**src/verilog/spictl_defines.svh**
```systemverilog
// register offsets, field positions, reset values and timing counts for the serial control block
`ifndef SPICTL_DEFINES_SVH
`define SPICTL_DEFINES_SVH

`define SPICTL_ADDR_W 3
`define SPICTL_ADDR_CTL_ONE 3'h0
`define SPICTL_ADDR_CTL_TWO 3'h1
`define SPICTL_ADDR_BIT_RATE 3'h2
`define SPICTL_ADDR_STATUS 3'h3
`define SPICTL_ADDR_EVT_STATUS 3'h4
`define SPICTL_ADDR_EVT_MASK 3'h5

`define SPICTL_C1_ENABLE 6
`define SPICTL_C1_MASTER 4
`define SPICTL_C1_SEL_OE 1
`define SPICTL_C2_FAULT_EN 4
`define SPICTL_C2_DRIVE_EN 3
`define SPICTL_C2_HALT_WAIT 1
`define SPICTL_C2_SINGLE 0
`define SPICTL_ST_RX_FULL 7
`define SPICTL_ST_TX_EMPTY 5
`define SPICTL_ST_FAULT 4
`define SPICTL_EVT_FAULT 0
`define SPICTL_EVT_HALT 1

`define SPICTL_RST_CTL_ONE 8'h00
`define SPICTL_RST_CTL_TWO 8'h00
`define SPICTL_RST_BIT_RATE 8'h00
`define SPICTL_RST_EVT 2'h0

`define SPICTL_CLK_PERIOD_NS 5
`define SPICTL_SYNC_STAGES 3

`endif

```
**src/verilog/spictl_pkg.sv**
```systemverilog
// types shared by the serial control block files
`include "spictl_defines.svh"
package spictl_pkg;

    typedef struct packed {
        logic fault_detect_enable;
        logic shared_pin_drive_enable;
        logic halt_in_wait;
        logic single_wire_select;
    } spictl_ctl_two_s;

    typedef struct packed {
        logic enable;
        logic master_select;
        logic select_output_enable;
    } spictl_ctl_one_s;

    typedef struct packed {
        logic [2:0] prescale_field;
        logic [2:0] rate_divisor_field;
    } spictl_rate_s;

    // one pin seen from the block: output level and active-low enable
    typedef struct packed {
        logic level;
        logic oe_n;
    } spictl_pin_s;

    typedef struct packed {
        logic [`SPICTL_ADDR_W-1:0] addr;
        logic [7:0] wdata;
        logic wr;
        logic rd;
    } spictl_bus_s;

endpackage

```
**src/verilog/spictl_sync.sv**
```systemverilog
// three-stage input synchroniser, change accepted once stages two and three agree
`timescale 1ns/10ps
module spictl_sync #(
    parameter logic RESET_VAL = 1'b0
) (
    input wire logic sys_clk_in,
    input wire logic arst_n_in,
    input wire logic clk_en_in,
    input wire logic async_in,
    output logic sync_out
);
    logic s1_reg;
    logic s2_reg;
    logic s3_reg;

    // first stage feeds only the second
    always_ff @(posedge sys_clk_in or negedge arst_n_in) begin
        if (!arst_n_in) begin
            s1_reg <= RESET_VAL;
            s2_reg <= RESET_VAL;
            s3_reg <= RESET_VAL;
        end else if (clk_en_in) begin
            s1_reg <= async_in;
            s2_reg <= s1_reg;
            s3_reg <= s2_reg;
        end
    end

    always_ff @(posedge sys_clk_in or negedge arst_n_in) begin
        if (!arst_n_in) begin
            sync_out <= RESET_VAL;
        end else if (clk_en_in && (s2_reg == s3_reg)) begin
            sync_out <= s3_reg;
        end
    end
endmodule

```
**src/verilog/spictl_top.sv**
```systemverilog
// serial interface pin control, baud rate generator and status registers
//
// Operation
// Bits 7, 6, 5 and 2 of the second control register always read as zero.
// As slave the select pin is always the active-low select input, whatever the fault enable says.
// As master with fault enable clear the select pin is released to general-purpose use.
// As master with fault enable set the select pin is either the fault input or an automatic select output.
// In single-wire mode the shared pin is driven when the drive enable is one and receives when it is zero. As slave the code also needs select low.
// Outside single-wire mode the drive enable bit has no effect.
// Serial clocks keep running in wait unless halt in wait is set, which stops them on wait entry.
// Single-wire data uses the slave-out pin as slave and the master-out pin as master.
// With single-wire mode off, separate pins carry data in and data out.
// The bit rate register may be read and written at any time.
// The prescaler divides the bus clock by the prescale field plus one, 1 to 8.
// The divider divides the prescaler output by two to the power of the rate field plus one, 2 to 256.
// Status bits 6, 3, 2, 1 and 0 read zero and writes to status do nothing.
// As master with fault enable set the select pin is the fault input when select output enable is zero, else output.
// The fault flag sets when master, fault enable set, select output off and the select input is low.
// The master bit clock is the bus clock divided by the prescale factor times the rate divisor.
`timescale 1ns/10ps
`include "spictl_defines.svh"
module spictl_top (
    input wire logic sys_clk_in,
    input wire logic arst_n_in,
    input wire logic clk_en_in,
    input wire spictl_pkg::spictl_bus_s bus_in,
    output logic [7:0] rd_data_out,
    output logic irq_out,
    input wire logic wait_mode_in,
    input wire logic rx_full_in,
    input wire logic tx_empty_in,
    input wire logic transfer_active_in,
    input wire logic shift_data_in,
    output logic rx_bit_out,
    output logic slave_selected_out,
    output logic bit_clk_out,
    output logic bit_tick_out,
    output logic clocks_running_out,
    output logic ss_gpio_release_out,
    input wire logic ss_in,
    output spictl_pkg::spictl_pin_s ss_pin_out,
    input wire logic mosi_in,
    output spictl_pkg::spictl_pin_s mosi_pin_out,
    input wire logic miso_in,
    output spictl_pkg::spictl_pin_s miso_pin_out
);
    import spictl_pkg::*;

    spictl_ctl_one_s ctl_one_reg;
    spictl_ctl_two_s ctl_two_reg;
    spictl_rate_s bit_rate_reg;
    logic fault_flag_reg;
    logic fault_armed_reg;
    logic [1:0] evt_status_reg;
    logic [1:0] evt_mask_reg;
    logic wait_prev_reg;
    logic [2:0] pre_cnt_reg;
    logic [6:0] div_cnt_reg;
    logic [7:0] div_limit;
    logic ss_sync;
    logic mosi_sync;
    logic miso_sync;
    logic is_master;
    logic is_slave;
    logic fault_cond;
    logic halted;
    logic baud_run;
    logic pre_wrap;
    logic div_wrap;
    logic wr_ctl_one;
    logic wr_ctl_two;
    logic wr_bit_rate;
    logic wr_evt_status;
    logic wr_evt_mask;
    logic rd_status;
    logic halt_event;
    logic [7:0] ctl_two_view;
    logic [7:0] bit_rate_view;
    logic [7:0] status_view;
    logic [7:0] rd_data_next;
    spictl_pin_s ss_pin_next;
    spictl_pin_s mosi_pin_next;
    spictl_pin_s miso_pin_next;
    logic gpio_release_next;
    logic rx_bit_next;
    logic selected_next;

    ////////////////////////////////////////////////////////////////////////
    // pin synchronisers

    spictl_sync #(.RESET_VAL(1'b1)) u_ss_sync (
        .sys_clk_in(sys_clk_in),
        .arst_n_in(arst_n_in),
        .clk_en_in(clk_en_in),
        .async_in(ss_in),
        .sync_out(ss_sync)
    );

    spictl_sync #(.RESET_VAL(1'b0)) u_mosi_sync (
        .sys_clk_in(sys_clk_in),
        .arst_n_in(arst_n_in),
        .clk_en_in(clk_en_in),
        .async_in(mosi_in),
        .sync_out(mosi_sync)
    );

    spictl_sync #(.RESET_VAL(1'b0)) u_miso_sync (
        .sys_clk_in(sys_clk_in),
        .arst_n_in(arst_n_in),
        .clk_en_in(clk_en_in),
        .async_in(miso_in),
        .sync_out(miso_sync)
    );

    ////////////////////////////////////////////////////////////////////////
    // register decode

    assign wr_ctl_one = bus_in.wr && (bus_in.addr == `SPICTL_ADDR_CTL_ONE);
    assign wr_ctl_two = bus_in.wr && (bus_in.addr == `SPICTL_ADDR_CTL_TWO);
    assign wr_bit_rate = bus_in.wr && (bus_in.addr == `SPICTL_ADDR_BIT_RATE);
    assign wr_evt_status = bus_in.wr && (bus_in.addr == `SPICTL_ADDR_EVT_STATUS);
    assign wr_evt_mask = bus_in.wr && (bus_in.addr == `SPICTL_ADDR_EVT_MASK);
    assign rd_status = bus_in.rd && (bus_in.addr == `SPICTL_ADDR_STATUS);

    assign is_master = ctl_one_reg.enable && ctl_one_reg.master_select;
    assign is_slave = ctl_one_reg.enable && !ctl_one_reg.master_select;
    // fault input only when the select pin is not an output
    assign fault_cond = is_master && ctl_two_reg.fault_detect_enable
                        && !ctl_one_reg.select_output_enable && !ss_sync;
    assign halted = wait_mode_in && ctl_two_reg.halt_in_wait;
    assign halt_event = halted && !wait_prev_reg;

    always_ff @(posedge sys_clk_in or negedge arst_n_in) begin
        if (!arst_n_in) begin
            ctl_one_reg <= spictl_ctl_one_s'(3'h0);
        end else if (clk_en_in && wr_ctl_one) begin
            ctl_one_reg.enable <= bus_in.wdata[`SPICTL_C1_ENABLE];
            ctl_one_reg.master_select <= bus_in.wdata[`SPICTL_C1_MASTER];
            ctl_one_reg.select_output_enable <= bus_in.wdata[`SPICTL_C1_SEL_OE];
        end
    end

    // unimplemented bit positions are never stored
    always_ff @(posedge sys_clk_in or negedge arst_n_in) begin
        if (!arst_n_in) begin
            ctl_two_reg <= spictl_ctl_two_s'(4'h0);
        end else if (clk_en_in && wr_ctl_two) begin
            ctl_two_reg.fault_detect_enable <= bus_in.wdata[`SPICTL_C2_FAULT_EN];
            ctl_two_reg.shared_pin_drive_enable <= bus_in.wdata[`SPICTL_C2_DRIVE_EN];
            ctl_two_reg.halt_in_wait <= bus_in.wdata[`SPICTL_C2_HALT_WAIT];
            ctl_two_reg.single_wire_select <= bus_in.wdata[`SPICTL_C2_SINGLE];
        end
    end

    // no busy gate: rate changes take effect on the next prescale count
    always_ff @(posedge sys_clk_in or negedge arst_n_in) begin
        if (!arst_n_in) begin
            bit_rate_reg <= spictl_rate_s'(6'h00);
        end else if (clk_en_in && wr_bit_rate) begin
            bit_rate_reg <= {bus_in.wdata[6:4], bus_in.wdata[2:0]};
        end
    end

    ////////////////////////////////////////////////////////////////////////
    // fault flag: read it while set, then write control one; a new fault wins

    always_ff @(posedge sys_clk_in or negedge arst_n_in) begin
        if (!arst_n_in) begin
            fault_flag_reg <= 1'b0;
            fault_armed_reg <= 1'b0;
        end else if (clk_en_in) begin
            if (fault_cond) begin
                fault_flag_reg <= 1'b1;
            end else if (fault_armed_reg && wr_ctl_one) begin
                fault_flag_reg <= 1'b0;
            end
            if (rd_status && fault_flag_reg) begin
                fault_armed_reg <= 1'b1;
            end else if (wr_ctl_one || !fault_flag_reg) begin
                fault_armed_reg <= 1'b0;
            end
        end
    end

    ////////////////////////////////////////////////////////////////////////
    // events, mask and interrupt

    always_ff @(posedge sys_clk_in or negedge arst_n_in) begin
        if (!arst_n_in) begin
            evt_status_reg <= `SPICTL_RST_EVT;
        end else if (clk_en_in) begin
            evt_status_reg <= (evt_status_reg & ~(wr_evt_status ? bus_in.wdata[1:0] : 2'h0))
                              | {halt_event, fault_cond};
        end
    end

    always_ff @(posedge sys_clk_in or negedge arst_n_in) begin
        if (!arst_n_in) begin
            evt_mask_reg <= `SPICTL_RST_EVT;
        end else if (clk_en_in && wr_evt_mask) begin
            evt_mask_reg <= bus_in.wdata[1:0];
        end
    end

    always_ff @(posedge sys_clk_in or negedge arst_n_in) begin
        if (!arst_n_in) begin
            irq_out <= 1'b0;
            wait_prev_reg <= 1'b0;
        end else if (clk_en_in) begin
            irq_out <= |(evt_status_reg & evt_mask_reg);
            wait_prev_reg <= halted;
        end
    end

    ////////////////////////////////////////////////////////////////////////
    // read path

    assign ctl_two_view = {3'h0, ctl_two_reg.fault_detect_enable, ctl_two_reg.shared_pin_drive_enable,
                           1'b0, ctl_two_reg.halt_in_wait, ctl_two_reg.single_wire_select};
    assign bit_rate_view = {1'b0, bit_rate_reg.prescale_field, 1'b0, bit_rate_reg.rate_divisor_field};
    assign status_view = {rx_full_in, 1'b0, tx_empty_in, fault_flag_reg, 4'h0};

    always_comb begin
        rd_data_next = 8'h00;
        if (bus_in.rd) begin
            unique case (bus_in.addr)
                `SPICTL_ADDR_CTL_ONE: begin
                    rd_data_next[`SPICTL_C1_ENABLE] = ctl_one_reg.enable;
                    rd_data_next[`SPICTL_C1_MASTER] = ctl_one_reg.master_select;
                    rd_data_next[`SPICTL_C1_SEL_OE] = ctl_one_reg.select_output_enable;
                end
                `SPICTL_ADDR_CTL_TWO: rd_data_next = ctl_two_view;
                `SPICTL_ADDR_BIT_RATE: rd_data_next = bit_rate_view;
                `SPICTL_ADDR_STATUS: rd_data_next = status_view;
                `SPICTL_ADDR_EVT_STATUS: rd_data_next = {6'h00, evt_status_reg};
                `SPICTL_ADDR_EVT_MASK: rd_data_next = {6'h00, evt_mask_reg};
                default: rd_data_next = 8'h00;
            endcase
        end
    end

    // data stand one cycle only
    always_ff @(posedge sys_clk_in or negedge arst_n_in) begin
        if (!arst_n_in) begin
            rd_data_out <= 8'h00;
        end else if (clk_en_in) begin
            rd_data_out <= rd_data_next;
        end
    end

    ////////////////////////////////////////////////////////////////////////
    // baud generator: prescaler then power-of-two divider

    assign baud_run = is_master && !halted;
    assign pre_wrap = (pre_cnt_reg == bit_rate_reg.prescale_field);
    assign div_limit = (8'h01 << bit_rate_reg.rate_divisor_field) - 8'h01;
    // half period is 2^field prescaled ticks, so full period is 2^(field+1)
    assign div_wrap = (div_cnt_reg == div_limit[6:0]);

    always_ff @(posedge sys_clk_in or negedge arst_n_in) begin
        if (!arst_n_in) begin
            pre_cnt_reg <= 3'h0;
            div_cnt_reg <= 7'h00;
            bit_clk_out <= 1'b0;
            bit_tick_out <= 1'b0;
        end else if (clk_en_in) begin
            bit_tick_out <= 1'b0;
            if (!is_master) begin
                pre_cnt_reg <= 3'h0;
                div_cnt_reg <= 7'h00;
                bit_clk_out <= 1'b0;
            end else if (baud_run) begin
                if (pre_wrap) begin
                    pre_cnt_reg <= 3'h0;
                    if (div_wrap) begin
                        div_cnt_reg <= 7'h00;
                        bit_clk_out <= !bit_clk_out;
                        bit_tick_out <= 1'b1;
                    end else begin
                        div_cnt_reg <= div_cnt_reg + 7'h01;
                    end
                end else begin
                    pre_cnt_reg <= pre_cnt_reg + 3'h1;
                end
            end
        end
    end

    always_ff @(posedge sys_clk_in or negedge arst_n_in) begin
        if (!arst_n_in) begin
            clocks_running_out <= 1'b1;
        end else if (clk_en_in) begin
            clocks_running_out <= !halted;
        end
    end

    ////////////////////////////////////////////////////////////////////////
    // pin steering

    always_comb begin
        ss_pin_next = '{level: 1'b1, oe_n: 1'b1};
        gpio_release_next = 1'b1;
        selected_next = 1'b0;
        if (is_slave) begin
            gpio_release_next = 1'b0;
            selected_next = !ss_sync;
        end else if (is_master && ctl_two_reg.fault_detect_enable) begin
            gpio_release_next = 1'b0;
            if (ctl_one_reg.select_output_enable) begin
                ss_pin_next = '{level: !transfer_active_in, oe_n: 1'b0};
            end
        end else if (is_master) begin
            gpio_release_next = 1'b1;
        end
    end

    always_comb begin
        mosi_pin_next = '{level: 1'b0, oe_n: 1'b1};
        miso_pin_next = '{level: 1'b0, oe_n: 1'b1};
        rx_bit_next = 1'b0;
        if (ctl_two_reg.single_wire_select) begin
            if (is_master) begin
                mosi_pin_next = '{level: shift_data_in, oe_n: !ctl_two_reg.shared_pin_drive_enable};
                rx_bit_next = mosi_sync;
            end else if (is_slave) begin
                // a deselected slave never drives the shared wire
                miso_pin_next = '{level: shift_data_in,
                                  oe_n: !(ctl_two_reg.shared_pin_drive_enable && !ss_sync)};
                rx_bit_next = miso_sync;
            end
        end else begin
            // drive enable bit is not consulted on this path
            if (is_master) begin
                mosi_pin_next = '{level: shift_data_in, oe_n: 1'b0};
                rx_bit_next = miso_sync;
            end else if (is_slave) begin
                miso_pin_next = '{level: shift_data_in, oe_n: ss_sync};
                rx_bit_next = mosi_sync;
            end
        end
    end

    always_ff @(posedge sys_clk_in or negedge arst_n_in) begin
        if (!arst_n_in) begin
            ss_pin_out <= '{level: 1'b1, oe_n: 1'b1};
            mosi_pin_out <= '{level: 1'b0, oe_n: 1'b1};
            miso_pin_out <= '{level: 1'b0, oe_n: 1'b1};
            ss_gpio_release_out <= 1'b1;
            slave_selected_out <= 1'b0;
            rx_bit_out <= 1'b0;
        end else if (clk_en_in) begin
            ss_pin_out <= ss_pin_next;
            mosi_pin_out <= mosi_pin_next;
            miso_pin_out <= miso_pin_next;
            ss_gpio_release_out <= gpio_release_next;
            slave_selected_out <= selected_next;
            rx_bit_out <= rx_bit_next;
        end
    end

    logic [12:0] gap_cnt_reg;
    logic gap_valid_reg;
    logic [12:0] half_period;
    assign half_period = 13'({10'h000, bit_rate_reg.prescale_field} + 13'h0001) << bit_rate_reg.rate_divisor_field;

    always_ff @(posedge sys_clk_in or negedge arst_n_in) begin
        if (!arst_n_in) begin
            gap_cnt_reg <= 13'h0000;
            gap_valid_reg <= 1'b0;
        end else if (clk_en_in) begin
            if (!baud_run || wr_bit_rate || wr_ctl_one || wr_ctl_two) begin
                gap_valid_reg <= 1'b0;
                gap_cnt_reg <= 13'h0000;
            end else if (bit_tick_out) begin
                gap_valid_reg <= 1'b1;
                gap_cnt_reg <= 13'h0001;
            end else begin
                gap_cnt_reg <= gap_cnt_reg + 13'h0001;
            end
        end
    end
endmodule

```
**config.mk**
```make
export PLATFORM = sky130hd
export DESIGN_NAME = spictl_top
export DESIGN_NICKNAME = d
export VERILOG_FILES = /design/src/verilog/spictl_pkg.sv /design/src/verilog/spictl_sync.sv /design/src/verilog/spictl_top.sv
export VERILOG_INCLUDE_DIRS = /design/src /design/src/verilog
export SDC_FILE = /design/constraint.sdc
export NUM_CORES = 1
export LEC_CHECK = 0
export ABC_AREA = 1
export BUFFER_PORTS_ARGS = -buffer_cell sky130_fd_sc_hd__buf_2
export CAP_MARGIN = 20
export CORE_AREA = 2 2 67 101
export CTS_CLUSTER_SIZE = 20
export DETAILED_ROUTE_END_ITERATION = 6
export DIE_AREA = 0 0 69 103
export PLACE_DENSITY = 0.82
export REMOVE_ABC_BUFFERS = 1
export SYNTH_ARGS = -nofsm -noshare
export SYNTH_HDL_FRONTEND = slang
export SYNTH_SLANG_ARGS = --single-unit
```
**constraint.sdc**
```tcl
create_clock -name sys_clk_in -period 2.2 [get_ports sys_clk_in]
set_clock_uncertainty 0.15 [all_clocks]
set_input_delay 0.44 -clock sys_clk_in [delete_from_list [all_inputs] [get_ports sys_clk_in]]
set_output_delay 0.44 -clock sys_clk_in [all_outputs]
set_load 0.05 [all_outputs]
```
Yosys cells after proc, flatten, opt, wreduce, memory -nomap -nowiden
Index checks and enable logic that the tools add are counted.
Cells by class
  muxes and demuxes: 47
  bitwise logic cells: 4
  shift operators: 1
  equal/unequal tests: 13
  reduce and logical (&&, ||, !) cells: 44
  $add $sub $neg: 3
Operator list (count)
  $mux W7: 4
  $logic_and A1 B1 Y1: 24
  $mux W2: 12
  $mux W1: 21
  $logic_not A1 Y1: 10
  $mux W3: 3
  $mux W8: 1
  $pmux W1 S4: 2
  $add A7 B1 Y7 const B: 1
  $eq A7 B7 Y1: 1
  $shl A1 B3 Y7 const A: 1
  $sub A7 B1 Y7 const B: 1
  $eq A3 B2 Y1 const B: 2
  $eq A3 B3 Y1 const B: 2
  $ne A2 B1 Y1 const B: 3
  $reduce_and A2 Y1: 3
  $pmux W1 S5: 1
  $and A2 B2 Y2: 2
  $pmux W1 S2: 2
  $pmux W2 S2: 1
  $reduce_and A4 Y1: 1
  $reduce_bool A2 Y1: 2
  $add A3 B1 Y3 const B: 1
  $eq A1 B1 Y1: 3
  8 further kinds: 8
Word-level totals
  logic and storage cells: 154
  output and inout port bits: 21
  flip-flop bits (word level): 63
  input port bits: 24

Logic depth before layout (Yosys ltp)
Gate-level depths: netlist (run 1).
  depth in word-level cells: 7
  depth in mapped cells: 16
  mapped depth without buffers: 15

Modules after synthesis
Synthesis (run 1) repeated with hierarchy kept, for this count alone.
Second synthesis, totals
  cell total of the unflattened synthesis: 381
  area total of the unflattened synthesis: 3039.2 µm²
By module, submodules not included
  spictl_top: times used 1, area each 2542.4 µm², sequential area each 1283.7 µm², cells an instance 321
  spictl_sync (u_miso_sync ...): times used 2, area each 163.9 µm², sequential area each 100.1 µm², cells an instance 20
  spictl_sync (u_ss_sync): times used 1, area each 168.9 µm², sequential area each 105.1 µm², cells an instance 20

Least setup slack after synthesis (run 1)
Ideal clock, no wire load.
  kind: reg2reg
  start: reg bit_rate_reg[1] (netlist bit)
  end: reg bit_clk_out
  period minus slack after synthesis: 1.968 ns
  data arrival time: 1.699 ns
  library setup time: 0.119 ns
  required time: 1.931 ns
  stages on the path, launching flop included: 17
  setup slack: 0.232 ns
  path through: dfrtp_1 -> buf_6 -> nor2_4 -> nand2_2 -> ha_1 -> inv_1 -> nand2_1 -> nand2_1 -> nand2_1 -> nand2_1 -> nand3_2 -> nor2_4 -> nand2_4 -> nand2_8 -> nand2_2 -> nand2_1 -> nand2_1
On the way
  word-level cells in the longest chain between the ends: 5
Ends and longest elaborated chain
  from (decl): RTL line spictl_top.sv:51  | spictl_rate_s bit_rate_reg;
  from (signal assigned): RTL line spictl_top.sv:158  | bit_rate_reg <= spictl_rate_s'(6'h00);
  from (signal assigned): RTL line spictl_top.sv:160  | bit_rate_reg <= {bus_in.wdata[6:4], bus_in.wdata[2:0]};
  $shl A1 B3 Y7: RTL line spictl_top.sv:256  | assign div_limit = (8'h01 << bit_rate_reg.rate_divisor_field) - 8'h01;
  $sub A7 B1 Y7: RTL line spictl_top.sv:256
  $eq A7 B7 Y1: RTL line spictl_top.sv:258  | assign div_wrap = (div_cnt_reg == div_limit[6:0]);
  $ne A2 B1 Y1 (no line)
  $reduce_and A4 Y1 (no line)
  to (signal assigned): RTL line spictl_top.sv:277  | bit_clk_out <= !bit_clk_out;
  to (decl): RTL line spictl_top.sv:36  | output logic bit_clk_out,
No other way between the ends.
A chain may end at the register's enable or synchronous reset.

Worst setup path in the final report (run 1)
Ends and elaborated chain as after synthesis.

==> impl_results.md, run 1 <==
- Mapped Cells: about 370
- Synth cell types: 37
- CP Capture Type: register
- Root Driver: clkbuf_8
- CTS tree: yes
- CP max FO: 9
- Synth Area in Adders: 0.0119
- Complex-gate fraction of the synthesized area: 0.138
- GRT overflow: 0
- Max Root-Sink Buffers: 2
- Row count: 36
- Port bufs: 43
- WL/cell: 13.9 microns
- Worst setup margin: 0.167 ns
- Area of the die: 7110 sq um
- Layout Nets: 453
- Post-layout util: 0.587
- Min Tclk post-route: 2.03 ns
- Worst min path class: primary input to register
- Power Density: roughly 900 nW/um^2
- CP arrival: 2.11 ns
- Sink Count: 63
- Tcrit/Tclk final: 0.924
- Most used cell, CP: nand2_1
- Fmax: 492 MHz
- Clk pin slew, worst setup/hold paths: 0.07 ns
- Cells on worst reg2reg path: 15
- Hold worst-path end: u_ss_sync.s1_reg
- Max Slew Vio Count: 0
- Worst VDD drop: 0.815 mV
- Die Ht: 103 microns
- Antenna cells: 0
- Io pins: 45
- Num CTS Buffers: 9
- Mapped Area: approximately 3200 sq um
- Commonest non-fill, non-tap cell in the layout: nand2_1
- Worst path slowest cell: dfrtp_1
- Crit path launch type: register
- DRT Pass-1 Iters: 5
- Final Hold Viols: 0
- Clock Latency Late Sink: roughly 0.34 ns
- Mean Syn Cell Area: 8.53 sq um
- Detailed Route WL: around 7.1 mm
- Die X: 69 microns
- Total GRT Usage: 0.205
- Routed vias: approximately 2,700
- Leak Pwr: 1.86 nW
- R2r endpoint: bit_clk_out
- Hold Crit Depth: 3
- Post-route ant nets: 0
- Post-route setup TNS: 0 ns
- H-tree levels: 3
- HPWL after detailed placement: 5.13 mm
- Core Area: 6310 sq um
- MaxCap Viol Count: 0
- Worst-Margin Slew: approximately 0.45 ns
- Pwr Total: 3.25 mW
- Yosys reg bits: 63
- Worst path max stage delay: 0.43 ns
- Layout cells sized above 1: 0.262
- Placed cells: between 400 and 500
- RSZ-0062 raised after global routing: false
- Post-Synth Simple-Gate Area: 0.246
- Relative slew slack: 0.694
- Setup CP Type: register to register
- Vias in the first global route: 2,607
- Beginning of the worst hold path: ss_in
- Final setup fails: 0
- Post-Synth XOR/XNOR Area: 0.0221
- DRC viols: 0
- Largest register FFs: 8
- R2R Path Start: bit_rate_reg[1]
- Ys Warns: 0
- Setup WS pre-CTS: between 0.05 and 0.06 ns
- 1st-iter DRT viols: 151
- First-pass GRT wire length: 11.6 mm
- Initial core utilization: 0.502
- Vias per cell: 5.33
- Largest family of logic cells by synthesized area: simple AND/OR/NAND/NOR gates
- Most frequent cells in the layout: nand2_1, dfrtp_1, buf_2
- Area grow syn2layout: 17.0%
- Initial antenna violation count: 0
- Largest net degree at the start of global routing: 47
- Flop2flop setup slack: 0.17 ns
- Post-synthesis mux area share: 0.00356
- Final cell count without fillers: ~510
- Worst-path cell chain: nor2_4 > nand2_2 > ha_2 > inv_1 > nand2_1 > nand2_1 > nand2_1 > nand2_1 > nand3_2 > nor2_4 > nand2_4 > nand2_8 > nand2_2 > nand2_1 > nand2_1
- Outcome: complete, no violations
- Routability cong.: between 0.9 and 1
- Req. time, crit path: 2.28 ns
- Sequential fraction of the synthesis area: 0.502
## synth_stat cells
cell,n,share of area
nor2_2,1,0.0020
inv_1,41,0.049
a22o_1,2,0.0055
nand3_2,3,0.0095
nand2_1,99,0.12
buf_6,3,0.011
a21oi_1,4,0.0063
nand3b_1,2,0.0047
nand2_2,7,0.014
buf_1,2,0.0024
inv_2,4,0.0047
o22ai_1,5,0.0099
buf_2,3,0.0047
a32o_1,3,0.0095
nand2_8,1,0.0063
xor2_1,4,0.011
a211oi_1,1,0.0024
o21ai_2,3,0.0083
nand2_4,4,0.014
ha_1,3,0.012
o221ai_1,1,0.0028
dfstp_2,10,0.083
nor2_1,26,0.031
inv_6,1,0.0028
dfrtp_1,53,0.42
nand4_1,3,0.0059
nor2_4,2,0.0071
o31ai_1,2,0.0047
clkbuf_1,2,0.0024
mux2_2,1,0.0036
a21oi_2,5,0.014
nor3_1,2,0.0032
xnor2_1,4,0.011
o21ai_0,40,0.063
nand3_1,18,0.028
and3_1,1,0.0020
o211ai_1,5,0.012
## through the flow
stage	hold WS (ns)	instance area, sq um
6_report	0.167	3700
5_1_grt	0.172	3700
4_1_cts	0.160	3670
3_5_place_dp	0.258	3480
3_3_place_gp	0.253	3480
2_1_floorplan	-0.00559	3100
## where the power goes
group / switching (mW) / internal, mW
logic: 0.563 / 0.268
clock network: 0.448 / 0.519
registers: 0.122 / 1.33
## logic make-up (layout without fill, tap and decap cells)
logic type	Yosys count	count (layout)
AO/OA/AOI/OAI	71	71
AND/OR/NAND/NOR	169	169
multiplexers	1	1
XOR/XNOR	8	8
adder cells (fa/ha/maj)	3	3
flip-flops	63	63
buffers and inverters	56	116
## critical path: cells and delay by family (launching register included)
family	cells	cell delay, ns
adders and majority gates	1	0.23
DFF	1	0.43
buffers and inverters	1	0.08
and+or+nand+nor	13	1.03
## metal layers
layer  vias to the layer above  GRT usage  part of all wire
met5                         -          0                 0
met4                         0      0.118             0.031
met3                        18     0.0479             0.041
met2                        74      0.355              0.52
met1                      1299      0.232              0.41
li1                       1310          -                 -
## layout make-up
| cell class | count | area (sq um) |
|---|---|---|
| tap | 76 | 95.1 |
| clock buffer | 10 | 128 |
| sequential | 63 | 1590 |
| inverter | 46 | 178 |
| timing repair buffer | 54 | 313 |
| fill | 565 | 2600 |
| multi-input combinational | 252 | 1340 |
| clock inverter | 6 | 61.3 |
## worst max-delay path by stage
stage,cells past startpoint,to,from
6_report,15,bit_clk_out,bit_rate_reg[1]
2_1_floorplan,15,bit_clk_out,bit_rate_reg[1]
3_5_place_dp,15,bit_clk_out,bit_rate_reg[0]
5_1_grt,15,bit_clk_out,bit_rate_reg[1]
4_1_cts,15,bit_clk_out,bit_rate_reg[0]
3_3_place_gp,15,bit_clk_out,bit_rate_reg[0]
## repair_timing
action                                  in CTS  in global routing
endpoints found under the hold margin       17                  0
buffers inserted                             0                  3
endpoints found under the setup margin       0                  7
hold buffers                                 1                  0
resized for setup                            0                  3
Power figures use the tool's default switching activity.
==> run 2, diff against run 1 <==
- CELL_PAD_IN_SITES_DETAIL_PLACEMENT: not set -> 0
- CELL_PAD_IN_SITES_GLOBAL_PLACEMENT: not set -> 1
- CORE_AREA: 2 2 67 101 -> 2 2 74 111
- DIE_AREA: 0 0 69 103 -> 0 0 76 113
- PLACE_DENSITY: 0.82 -> 0.87
==> impl_results.md, run 2 (synthesis gave the netlist of run 1 again) <==
- Req. time, crit path: 2.27 ns
- First-pass GRT wire length: around 12 mm
- Most used routing layer: met2
- Net switching power: 1.17 mW
- Vias in the first global route: 2,609
- Pwr Total: 3.82 mW
- HPWL after detailed placement: ~5.2 mm
- Vias per cell: 5.02
- DRC viols: 0
- Leak Pwr: around 1.9 nW
- Min Tclk post-route: between 2 and 2.5 ns
- Met1 usage: 0.218
- RSZ-0062 raised after global routing: false
- Worst min path class: primary input to register
- Placed cells: 513
- Detailed Route WL: 7.09 mm
- Crit path to: bit_clk_out
- Post-route setup TNS: 0 ns
- Final Hold Viols: 0
- Outcome: complete, no violations
- Crit path launch type: register
- Port bufs: 43
- Initial core utilization: 0.418
- Tcrit/Tclk final: 0.927
- CP arrival: around 2.1 ns
- GRT overflow: 0
- Core Area: 7560 sq um
- Max Slew Vio Count: 0
- 1st-iter DRT viols: approximately 140
- Net Sw Frac: 0.306
- Worst VDD drop: between 0.4 and 0.5 mV
- WHS: 0.169 ns
- Row count: 39
- CTS tree: yes
- Post-route ant nets: 0
- R2r endpoint: bit_clk_out
- Met2 usage: 0.305
- Fmax: 491 MHz
- WL/cell: 13.3 microns
- Clock Latency Late Sink: 0.32 ns
- Setup CP Type: register to register
- R2R Path Start: bit_rate_reg[0]
- Worst-Margin Slew: 0.492 ns
- Final setup fails: 0
- Setup WS pre-CTS: 0.0789 ns
- Post-layout util: 0.511
- Die Ht: between 100 and 150 microns
- Sink Count: 63
- Root Driver: clkbuf_16
- Commonest non-fill, non-tap cell in the layout: nand2_1
- Clock power share: 0.406
- Antenna cells: 0
- Comb pwr share: 0.212
- Post-Layout Inst Area: 3860 sq um
- Max Root-Sink Buffers: 2
- Io pins: 45
- Met3 GRT Util: 0.0423
- H-tree levels: 3
- Layout cells sized above 1: 0.259
- Relative slew slack: 0.670
- Die X: approximately 76 microns
- Largest register FFs: 8
- Final cell count without fillers: around 530
- Power Density: 988 nW/um^2
- Routed vias: 2,664
- Num CTS Buffers: 9
- Largest net degree at the start of global routing: 64
- Worst setup margin: 0.161 ns
- DRT Pass-1 Iters: 4
- Reg power frac: 0.382
- MaxCap Viol Count: 0
- Total GRT Usage: 0.178
- Layout Nets: around 450
- Cells on worst reg2reg path: 15
- Clk pin slew, worst setup/hold paths: 0.05 ns
- Area grow syn2layout: 22.0%
- Area of the die: 8590 sq um
- Most frequent cells in the layout: nand2_1, dfrtp_1, buf_2
- Initial antenna violation count: 0
- Cell-internal power: 2.65 mW
- Flop2flop setup slack: about 0.16 ns
- CP max FO: 9
- CP Capture Type: register
- Routability cong.: around 0.84
- Crit. Startpoint: bit_rate_reg[0]
- DP Area: 3510 sq um
run 2: cell types whose count changed in the layout (fill, tap and decap cells not counted), sizes merged:
| cell | previous run | this run |
|---|---|---|
| clkinvlp | 1 | 0 |
| bufinv | 1 | 2 |
| clkbuf | 10 | 11 |
| clkinv | 4 | 2 |
| buf | 53 | 51 |
| inv | 46 | 47 |
run 2: what timing repair did:
| item | 4_1_cts | 5_1_grt |
|---|---|---|
| buffers inserted | 0 | 1 |
| endpoints found under the setup margin | 0 | 8 |
| hold buffers | 1 | 0 |
| resized for setup | 0 | 2 |
| hold endpoints to repair | 53 | 0 |
run 2: worst min path at each step:
stage	from	to	slack, ns	cells past startpoint
2_1_floorplan	arst_n_in	bit_clk_out	-0.006	0
3_3_place_gp	wait_prev_reg	evt_status_reg[1]	0.30	1
3_5_place_dp	wait_prev_reg	evt_status_reg[1]	0.30	1
4_1_cts	miso_in	u_miso_sync.s1_reg	0.16	3
5_1_grt	miso_in	u_miso_sync.s1_reg	0.19	3
6_report	miso_in	u_miso_sync.s1_reg	0.17	3
run 2: area by class of cell:
class,instances,area (sq um)
fill,732,3700
sequential,63,1590
multi-input combinational,252,1340
timing repair buffer,52,298
clock buffer,11,253
inverter,46,178
tap,102,128
clock inverter,5,78.8
run 2: per-layer routing:
metal  up-vias  routed length, microns
met3        14                     287
met1      1278                    3020
met4         0                     140
met2        58                    3640
met5         -                       0
li1       1314                       -
run 2: power groups by stage:
stage          Clock [mW]  Combinational (mW)  Sequential, mW
6_report             1.55               0.808            1.46
4_1_cts              1.59               0.808            1.46
5_1_grt              1.64               0.904            1.48
3_3_place_gp            0               0.787            1.47
2_1_floorplan           0               0.427            1.61
3_5_place_dp            0               0.803            1.48
run 2: worst max-delay path, cell delays in order (launching register included):
cell and delay, ns:
dfrtp_2 0.44, nor2_4 0.14, nand2_2 0.07, ha_2 0.29, inv_1 0.05, nand2_1 0.04, nand2_1 0.06, nand2_1 0.05
nor2_1 0.11, nand3_2 0.10, nor2_4 0.10, nand2_4 0.07, nand2_8 0.10, nand2_2 0.05, nand2_1 0.06, nand2_1 0.04
